$ cat src/mrie_cfg.svh
// Constants for the move-and-return execution block.
// Assumes 14-bit instruction words and a 13-bit program counter.
`ifndef MRIE_CFG_SVH
`define MRIE_CFG_SVH
`define MRIE_PC_W 13
`define MRIE_FADDR_W 7
`define MRIE_STACK_DEPTH 8
`define MRIE_PC_RESET 13'h0000
`define MRIE_W_RESET 8'h00
`define MRIE_INT_EN_BIT 7
`define MRIE_CTRL_RESET 8'h00
`define MRIE_OP_NOP 14'h0000
`define MRIE_OP_IRET 14'h0009
`define MRIE_OP_LRET_HI 4'hd
`define MRIE_OP_LLIT_HI 4'hc
`define MRIE_OP_CWF_HI 7'h01
`define MRIE_MULTI_CYCLES 2
`endif

$ cat src/mrie_pkg.sv
// Types shared by the move-and-return execution block.
// Assumes nothing beyond the constant header.
package mrie_pkg;
    typedef enum logic [2:0] {
        MRIE_OP_NONE = 3'b000,
        MRIE_OP_NOP = 3'b001,
        MRIE_OP_CWF = 3'b010,
        MRIE_OP_LLIT = 3'b011,
        MRIE_OP_IRET = 3'b100,
        MRIE_OP_LRET = 3'b101
    } mrie_op_t;
    typedef enum logic [0:0] {
        MRIE_ST_EXEC = 1'b0,
        MRIE_ST_FLUSH = 1'b1
    } mrie_state_t;
endpackage

$ cat src/mrie_stack.sv
// Hardware return stack, circular, registered read of the top entry.
// Assumes push and pop are never asked in the same cycle.
`timescale 1ns/10ps
`include "mrie_cfg.svh"
module mrie_stack #(
    parameter int DEPTH = `MRIE_STACK_DEPTH,
    parameter int WIDTH = `MRIE_PC_W
) (
    input wire logic mclk,
    input wire logic arst_n,
    input wire logic push,
    input wire logic [WIDTH-1:0] push_data,
    input wire logic pop,
    output logic [WIDTH-1:0] stack_top
);
    localparam int AW = $clog2(DEPTH);
    logic [WIDTH-1:0] mem [DEPTH];
    logic [AW-1:0] ptr;
    logic [AW-1:0] next_ptr;
    logic [WIDTH-1:0] next_top;

    // Overflow wraps silently, as in the small cores this mimics
    always_comb begin
        next_ptr = ptr;
        next_top = stack_top;
        if (push) begin
            next_ptr = AW'(ptr + 1'b1);
            next_top = push_data;
        end else if (pop) begin
            next_ptr = AW'(ptr - 1'b1);
            next_top = mem[AW'(ptr - 1'b1)];
        end
    end

    always_ff @(posedge mclk or negedge arst_n) begin
        if (!arst_n) begin
            ptr <= '0;
            stack_top <= '0;
        end else begin
            ptr <= next_ptr;
            stack_top <= next_top;
        end
    end

    always_ff @(posedge mclk) begin
        if (push) begin
            mem[AW'(ptr + 1'b1)] <= push_data;
        end
    end
endmodule

$ cat src/mrie_core.sv
// Execution unit for copy, load-literal, no-op and the two returns.
// Assumes one instruction word offered per cycle with instr_valid and
// that the fetch side honours instr_ready; others are reported unknown.
// Operation
// - Copy-work-to-file writes the working value to file address f, 0..127, flags untouched.
// - Load-literal puts its 8-bit literal into the working register, flags untouched.
// - Load-literal is decoded on bits 13:10 alone and accepts any value in its don't-care bits.
// - Interrupt-return pops the stack and loads the old stack top into the PC.
// - Interrupt-return sets the global interrupt enable, bit 7 of the control register.
// - Interrupt-return is one word and takes two instruction cycles.
// - Literal-return loads its 8-bit literal into the working register.
// - Literal-return restores the PC from the stack top and pops that entry.
// - Literal-return is one word, two cycles, no flags changed.
`timescale 1ns/10ps
`include "mrie_cfg.svh"
module mrie_core #(
    parameter int PC_W = `MRIE_PC_W,
    parameter int DEPTH = `MRIE_STACK_DEPTH
) (
    input wire logic mclk,
    input wire logic arst_n,
    input wire logic instr_valid,
    input wire logic [13:0] instr,
    output logic instr_ready,
    input wire logic call_push,
    input wire logic [PC_W-1:0] call_ret_addr,
    output logic [PC_W-1:0] pc,
    output logic [7:0] work,
    output logic [7:0] interrupt_control_register,
    output logic global_interrupt_enable,
    output logic file_we,
    output logic [`MRIE_FADDR_W-1:0] file_addr,
    output logic [7:0] file_wdata,
    output logic flags_we,
    output logic instr_unknown,
    output mrie_pkg::mrie_op_t op_done
);
    import mrie_pkg::*;

    mrie_state_t state;
    mrie_state_t next_state;
    logic [PC_W-1:0] next_pc;
    logic [7:0] next_work;
    logic [7:0] next_ctrl;
    logic next_file_we;
    logic [`MRIE_FADDR_W-1:0] next_file_addr;
    logic [7:0] next_file_wdata;
    logic next_unknown;
    mrie_op_t next_op_done;
    mrie_op_t pend_op;
    mrie_op_t next_pend_op;
    logic pop;
    logic [PC_W-1:0] stack_top;
    mrie_op_t dec;
    logic take;

    function automatic mrie_op_t decode(input logic [13:0] w);
        mrie_op_t r;
        r = MRIE_OP_NONE;
        if (w == `MRIE_OP_NOP) begin
            r = MRIE_OP_NOP;
        end else if (w == `MRIE_OP_IRET) begin
            r = MRIE_OP_IRET;
        end else if (w[13:7] == `MRIE_OP_CWF_HI) begin
            r = MRIE_OP_CWF;
        end else if (w[13:10] == `MRIE_OP_LLIT_HI) begin
            r = MRIE_OP_LLIT;
        end else if (w[13:10] == `MRIE_OP_LRET_HI) begin
            r = MRIE_OP_LRET;
        end
        return r;
    endfunction

    // The PC wraps at the top of program memory
    function automatic logic [PC_W-1:0] pc_step(input logic [PC_W-1:0] p);
        return PC_W'(p + 1'b1);
    endfunction

    // The literal is the low byte; the bits above it are don't-care
    function automatic logic [7:0] lit_of(input logic [13:0] w);
        return w[7:0];
    endfunction

    assign dec = decode(instr);
    // A word is taken only outside the flush cycle of a return
    assign take = instr_valid && instr_ready;
    assign global_interrupt_enable =
        interrupt_control_register[`MRIE_INT_EN_BIT];
    // Status flags are never written by this group of instructions
    assign flags_we = 1'b0;
    // Second cycle of a return is a flush: the fetched word is discarded
    assign instr_ready = (state == MRIE_ST_EXEC);

    // Calls push from outside the unit; only the two returns here pop
    mrie_stack #(
        .DEPTH(DEPTH),
        .WIDTH(PC_W)
    ) u_stack (
        .mclk(mclk),
        .arst_n(arst_n),
        .push(call_push),
        .push_data(call_ret_addr),
        .pop(pop),
        .stack_top(stack_top)
    );

    // Sequencing: a return holds the fetch side off for one flush cycle
    always_comb begin
        next_state = state;
        next_pend_op = pend_op;
        next_op_done = MRIE_OP_NONE;
        next_unknown = 1'b0;
        case (state)
            MRIE_ST_EXEC: begin
                if (take) begin
                    case (dec)
                        MRIE_OP_NOP, MRIE_OP_CWF, MRIE_OP_LLIT: begin
                            next_op_done = dec;
                        end
                        MRIE_OP_IRET, MRIE_OP_LRET: begin
                            next_pend_op = dec;
                            next_state = MRIE_ST_FLUSH;
                        end
                        default: begin
                            // Undecoded words are flagged, not trapped
                            next_unknown = 1'b1;
                        end
                    endcase
                end
            end
            MRIE_ST_FLUSH: begin
                next_op_done = pend_op;
                next_pend_op = MRIE_OP_NONE;
                next_state = MRIE_ST_EXEC;
            end
            default: begin
                next_state = MRIE_ST_EXEC;
            end
        endcase
    end

    always_ff @(posedge mclk or negedge arst_n) begin
        if (!arst_n) begin
            state <= MRIE_ST_EXEC;
            pend_op <= MRIE_OP_NONE;
            op_done <= MRIE_OP_NONE;
            instr_unknown <= 1'b0;
        end else begin
            state <= next_state;
            pend_op <= next_pend_op;
            op_done <= next_op_done;
            instr_unknown <= next_unknown;
        end
    end

    // Program flow and working state
    always_comb begin
        next_pc = pc;
        next_work = work;
        next_ctrl = interrupt_control_register;
        pop = 1'b0;
        if (take) begin
            case (dec)
                MRIE_OP_LLIT: begin
                    next_work = lit_of(instr);
                    next_pc = pc_step(pc);
                end
                MRIE_OP_IRET: begin
                    next_pc = stack_top;
                    pop = 1'b1;
                    next_ctrl[`MRIE_INT_EN_BIT] = 1'b1;
                end
                MRIE_OP_LRET: begin
                    next_work = lit_of(instr);
                    next_pc = stack_top;
                    pop = 1'b1;
                end
                default: begin
                    // No-op, copy and unknown words only step the PC
                    next_pc = pc_step(pc);
                end
            endcase
        end
    end

    always_ff @(posedge mclk or negedge arst_n) begin
        if (!arst_n) begin
            pc <= `MRIE_PC_RESET;
            work <= `MRIE_W_RESET;
            interrupt_control_register <= `MRIE_CTRL_RESET;
        end else begin
            pc <= next_pc;
            work <= next_work;
            interrupt_control_register <= next_ctrl;
        end
    end

    // File write port; the address and data hold between writes
    always_comb begin
        next_file_we = 1'b0;
        next_file_addr = file_addr;
        next_file_wdata = file_wdata;
        if (take && dec == MRIE_OP_CWF) begin
            next_file_we = 1'b1;
            next_file_addr = instr[`MRIE_FADDR_W-1:0];
            next_file_wdata = work;
        end
    end

    always_ff @(posedge mclk or negedge arst_n) begin
        if (!arst_n) begin
            file_we <= 1'b0;
            file_addr <= '0;
            file_wdata <= 8'h00;
        end else begin
            file_we <= next_file_we;
            file_addr <= next_file_addr;
            file_wdata <= next_file_wdata;
        end
    end
endmodule

$ cat config.mk
export PLATFORM = sky130hd
export DESIGN_NAME = mrie_core
export DESIGN_NICKNAME = d
export VERILOG_FILES = /design/src/mrie_pkg.sv /design/src/mrie_stack.sv /design/src/mrie_core.sv
export VERILOG_INCLUDE_DIRS = /design/src
export SDC_FILE = /design/constraint.sdc
export NUM_CORES = 1
export LEC_CHECK = 0
export BUFFER_PORTS_ARGS = -buffer_cell sky130_fd_sc_hd__clkbuf_2
export CORE_MARGIN = 10
export CORE_UTILIZATION = 45
export DETAILED_ROUTE_END_ITERATION = 10
export GPL_TIMING_DRIVEN = 0
export PLACE_DENSITY = 0.62
export SYNTH_ARGS = -nofsm -noshare
export SYNTH_HDL_FRONTEND = slang
export SYNTH_SLANG_ARGS = --single-unit
$ cat constraint.sdc
create_clock -name mclk -period 4.3 [get_ports mclk]
set_clock_uncertainty 0.1 [all_clocks]
set_input_delay 0.645 -clock mclk [delete_from_list [all_inputs] [get_ports mclk]]
set_output_delay 0.645 -clock mclk [all_outputs]
set_load 0.02 [all_outputs]
==> Yosys cells after proc, flatten, opt, wreduce, memory -nomap -nowiden <==
Memory sizes are Yosys's and may differ from the RTL's.
Cells that the tools add are included.
Widths: inputs -> output; s select.
{ "classes": {"add_sub_neg": 3, "eq_ne": 11, "mux": 25, "n_bitwise": 1, "n_reduce_logical": 11} }
{ "op_table": {"columns": ["op", "n"], "rows": [
  ["$mux 13", 3],
  ["$mux 3", 11],
  ["$eq 14x4->1 const B", 1],
  ["$logic_not 14->1", 1],
  ["$add 13x1->13 const B", 1],
  ["$pmux 3 s2", 2],
  ["$eq 4x4->1 const B", 2],
  ["$mux 1", 8],
  ["$eq 7x1->1 const B", 1],
  ["$eq 3x2->1 const B", 2],
  ["$eq 3x3->1 const B", 2],
  ["$reduce_and 2->1", 3],
  ["$reduce_or 5->1", 1],
  ["$reduce_or 2->1", 2],
  ["$add 3x1->3 const B", 1],
  ["$eq 3x1->1 const B", 1],
  ["$reduce_or 3->1", 1],
  ["$sub 3x1->3 const B", 1],
  ["$logic_and 1x1->1", 2],
  ["$ne 2x1->1 const B", 1],
  ["$ne 2x2->1 const B", 1],
  ["$pmux 1 s2", 1],
  ["$reduce_bool 2->1", 1],
  ["$not 1->1", 1]
]} }
{ "word_totals": {"ff_bits": 62, "mem_bits_rw": 104, "in_bits": 31, "out_inout_bits": 52, "wordCells": 64, "mem_count": 1} }
{ "memory_table": {"columns": ["memory", "depth", "width", "rd", "rd_ports_with_merged_regs", "wr", "line_no", "rtl"], "rows": [
  ["u_stack.mem", 8, 13, 1, 0, 1, "mrie_stack.sv:17", "logic [WIDTH-1:0] mem [DEPTH];"]
]} }

==> Logic depth before layout (Yosys ltp) <==
{ "logic_depth": {"depth_word": 12, "depth_mapped": 10, "mapped_depth_nobuf": 6} }

==> Hierarchy <==
A second synthesis with hierarchy kept.
{ "unflattened": {"hier_cells": 510, "area_unflattened_um2": 7068.0} }
{ "modules_own_cells": {"columns": ["mod", "instances", "cells_per_inst", "area_each_um2", "seq_area_each_um2"], "rows": [
  ["mrie_stack", 1, 314, 4814.6, 3523.4],
  ["mrie_core", 1, 196, 2253.4, 1151.1]
]} }

==> Worst setup path before layout <==
No wires, ideal clock.
{ "synth_timing": {"kind": "reg2reg", "start": "register u_stack.ptr[0]", "end": "memory u_stack.mem[0][0] (netlist name), enable pin", "setup_time_ns": 0.400, "t_arrival_ns": 2.593, "required_time_ns": 3.800, "slack_ns": 1.207, "stages_incl_launch_ff": 8, "n_path_buf": 4, "period_less_slack_ns": 3.093, "cell_sequence": "dfrtp_1 buf_4 buf_2 inv_1 ha_1 clkbuf_1 clkbuf_1 nor3_1"} }
{ "synth_between": {"elab_chain_cells": 1} }
{ "synth_lines": {"columns": ["element", "line_no", "rtl"], "rows": [
  ["from (decl)", "mrie_stack.sv:18", "logic [AW-1:0] ptr;"],
  ["from (signal assigned)", "mrie_stack.sv:40", "ptr <= next_ptr;"],
  ["$add 3x1->3", "mrie_stack.sv:47", "mem[AW'(ptr + 1'b1)] <= push_data;"],
  ["to (decl)", "mrie_stack.sv:17", null]
]} }
Every way passes these cells.

==> Worst setup path in the final report <==
{ "layout_timing": {"start": "register u_stack.ptr[0]", "end": "memory u_stack.mem[6][2] (netlist name), enable pin"} }
Same word-level chain as after synthesis.

==> flow_metrics.py <==
metrics = {
    "hold_path": {
        "hold_path.class": "primary input to asynchronous set/reset pin",
    },
    "synthesis": {
        "yosysSeqAreaShare": 0.681,
        "synth_top_cells_by_count": "sky130_fd_sc_hd__edfxtp_1, sky130_fd_sc_hd__dfrtp_1, sky130_fd_sc_hd__nand2_1, sky130_fd_sc_hd__mux2_2, sky130_fd_sc_hd__mux4_2",
        "synth_warnings": 0,
        "synth-async-reset-ratio": 0.373,
        "synth_enable_flop_cells": 104,
        "synthesis.area_mm2": 0.00686,
        "synth_flop_cell": "sky130_fd_sc_hd__edfxtp_1",
        "synth.area.top_cells": "sky130_fd_sc_hd__edfxtp_1, sky130_fd_sc_hd__dfrtp_1, sky130_fd_sc_hd__mux4_2",
        "synth_top_cell_by_area": "sky130_fd_sc_hd__edfxtp_1",
        "per_instance_average_area_after_synthesis_um2": 16.3,
        "synthCells": 421,
        "synth_most_common_cell": "sky130_fd_sc_hd__edfxtp_1",
        "synth_cell_type_count": 42,
        "synth-seq-cells": 166,
        "netlist.area_leader.share": 0.455,
    },
    "placed_design": {
        "routabilityCongestion": 0.791,
        "io_buffers": 74,
        "place.detailed.instances": 695,
        "post_dp_hpwl_um": 10000,
        "dpl-instance-area_mm2": 0.00759,
    },
    "power_and_ir_drop": {
        "static-leakage-power_nw": 3.17,
        "sw_frac_of_total": 0.318,
        "cell_internal_pwr_mw": 3.70,
        "p_switching_mw": 1.73,
        "max-vdd-ir-drop_v": 0.000387,
        "clock_power_share": 0.280,
        "power_frac_seq": 0.404,
        "power-per-cell-area_mw_per_mm2": 662,
        "post-layout-total-power_mw": 5.43,
        "pwr-share-comb": 0.316,
    },
    "clock_network": {
        "cts_tree": "built",
        "clk_path_buf_depth": 2,
        "clock-sinks": 166,
        "cts_hold_repair.buffers": 0,
        "clock_tree.root_cell": "sky130_fd_sc_hd__clkbuf_16",
        "cts_made_buffers": 17,
        "post_cts_resize_count": 0,
        "cts_htree_levels": 4,
        "later_pin_clock_latency_in_the_skew_report_ns": 0.42,
        "clk_pin_slew_ns": 0.06,
        "post_cts.repair.setup_buffers": 0,
    },
    "route": {
        "pre_antenna_drt_iters": 4,
        "drc": 0,
        "routed_wl_um": 14600,
        "ant_nets": 0,
        "routed-via-count": 3872,
        "routed_wire_length_per_instance_um": 20.1,
        "via_per_inst": 5.33,
        "drt_first_iter_violations": 223,
    },
    "timing": {
        "final-hold-violation-count": 0,
        "min_period_over_period": 0.862,
        "max_freq_mhz": 270,
        "hold_slack_ns": 0.257,
        "worstMarginPinSlew_ns": 0.885,
        "drv_slew": 0,
        "grt_setup_unrepaired": "false",
        "max-slew-margin-rel": 0.410,
        "setup_viol_count_final": 0,
        "period_minus_slack_ns": 3.71,
    },
    "grt": {
        "grt_max_degree": 63,
        "grt.overflow.total": 0,
        "initial_antenna_violation_count": 0,
        "wire_length_of_the_first_global_routing_pass_um": 22900,
        "grt_util_all_layers": 0.148,
        "first_global_vias": 4070,
    },
    "final_layout": {
        "area_growth_syn_to_layout_pct": 19.3,
        "seqCellArea_mm2": 0.00467,
        "multi_input_comb_area_mm2": 0.00207,
        "instances_no_fill": 727,
        "finish.net_count": 560,
        "fill_cells": 1252,
        "layout-drive-gt1-share": 0.377,
        "antenna-diode-count": 0,
        "finish.instance_area_mm2": 0.00819,
    },
    "setup_path": {
        "regToRegEndpoint": "u_stack.mem[6][2]",
        "timing.rr.start": "u_stack.ptr[0]",
        "crit_required_ns": 4.24,
        "path_type_of_the_worst_setup_path": "flop to flop",
        "worstSetupStartpointType": "flop",
        "crit_path_cell_trace": "buf_4 -> buf_2 -> inv_1 -> ha_1 -> clkbuf_1 -> clkbuf_1 -> nand2_1 -> nor2_2",
        "cp_data_arrival_time_ns": 3.65,
        "max_stage_delay_ns": 0.74,
        "crit_fanout": 13,
        "crit_family": "buffers and inverters",
        "timing.critical_path.slowest_stage_cell": "sky130_fd_sc_hd__nor2_2",
        "cp_common_cell": "sky130_fd_sc_hd__clkbuf_1",
        "regToRegSetupSlack_ns": 0.59,
        "crit_buf_inv": 5,
        "r2r_cells": 8,
        "cp-end-kind": "flop",
    },
    "floorplanning": {
        "core-area_mm2": 0.0151,
        "initial_utilization": 0.455,
        "fp.dieW_um": 144,
        "rows": 45,
        "io_pins": 83,
        "dieHeight_um": 144,
        "die-area_mm2": 0.0206,
    },
    "run": {
        "max-cap-violations": 0,
    },
    "status": {
        "run_status": "finished, final reports clean",
    },
}
[metrics by stage]
stage | util | worst slack (ns) | TNS (ns)
CTS | 0.543 | 0.0564 | 0
floorplan | - | 1.21 | 0
finish | 0.543 | 0.594 | 0
global placement | 0.497 | -0.0989 | -4.12
detailed placement | 0.503 | 0.0931 | 0
global route | 0.543 | 0.264 | 0
[flip-flops by register name, indices dropped and copies added (netlist names)]
register / count
interrupt_control_register: 1
instr_unknown: 1
file_addr: 7
u_stack.ptr: 3
u_stack.mem: 104
u_stack.stack_top: 13
pend_op: 3
work: 8
op_done: 3
file_we: 1
file_wdata: 8
state: 1
pc: 13
[routing by layer]
metal  track usage  vias to the layer above  part of all wire
li1              -                     1791                 -
met1         0.189                     1947              0.42
met2         0.231                      126              0.49
met3        0.0442                        8             0.082
met4        0.0591                        0            0.0090
met5             0                        -                 0
[worst register-to-register path: stages, from the launching register on]
cell and delay, ns:
sky130_fd_sc_hd__dfrtp_1 0.37, sky130_fd_sc_hd__buf_4 0.28, sky130_fd_sc_hd__buf_2 0.39, sky130_fd_sc_hd__inv_1 0.11, sky130_fd_sc_hd__ha_1 0.29, sky130_fd_sc_hd__clkbuf_1 0.34
sky130_fd_sc_hd__clkbuf_1 0.51, sky130_fd_sc_hd__nand2_1 0.19, sky130_fd_sc_hd__nor2_2 0.74
[power by group through the flow]
stage / logic [mW] / clock network (mW) / registers [mW]
6_report: 1.71 / 1.52 / 2.19
5_1_grt: 1.87 / 1.61 / 2.22
4_1_cts: 1.75 / 1.55 / 2.19
3_5_place_dp: 1.75 / 0 / 2.22
3_3_place_gp: 1.64 / 0 / 2.22
2_1_floorplan: 1.10 / 0 / 2.28
[worst max-delay path by stage]
stage / depth (start not counted) / from / endpoint
2_1_floorplan: 7 / u_stack.ptr[0] / u_stack.mem[0][0]
3_3_place_gp: 7 / u_stack.ptr[0] / u_stack.mem[5][2]
3_5_place_dp: 8 / u_stack.ptr[0] / u_stack.mem[7][11]
4_1_cts: 8 / u_stack.ptr[0] / u_stack.mem[7][2]
5_1_grt: 8 / u_stack.ptr[0] / u_stack.mem[6][2]
6_report: 8 / u_stack.ptr[0] / u_stack.mem[6][2]
[layout by cell type (no fill, tap or decap), drive strengths merged, types with 7 or more instances in the layout]
cell type  instances
nand2             46
o21ai             24
dfrtp             62
mux2              36
nor2              11
buf               23
mux2i             15
nor3               7
clkbuf            99
a21oi              8
mux4              26
xnor2              8
conb               8
inv               10
edfxtp           104
[final cells by class]
class                   count  share of cell area
plain buffers              26              0.0192
clock buffers              17              0.0519
clock inverters            15              0.0206
inverters                   4             0.00183
multi-input cells         232               0.253
flip-flops and latches    166               0.571
well taps                 188              0.0287
repair buffers             79              0.0542
[cells by family (layout without fill, tap and decap cells)]
group | Yosys count | after routing | share of synthesized area
AOI/OAI and AO/OA | 42 | 42 | 0.0366
xor gates and xnor gates | 13 | 13 | 0.0166
adders and majority gates | 3 | 3 | 0.00547
buffers and inverters | 30 | 141 | 0.0252
DFF | 166 | 166 | 0.681
muxes | 77 | 77 | 0.166
other | 1 | 8 | 0.000546
and+or+nand+nor | 89 | 89 | 0.0684
Note: power is estimated with default switching activity, not from simulation.
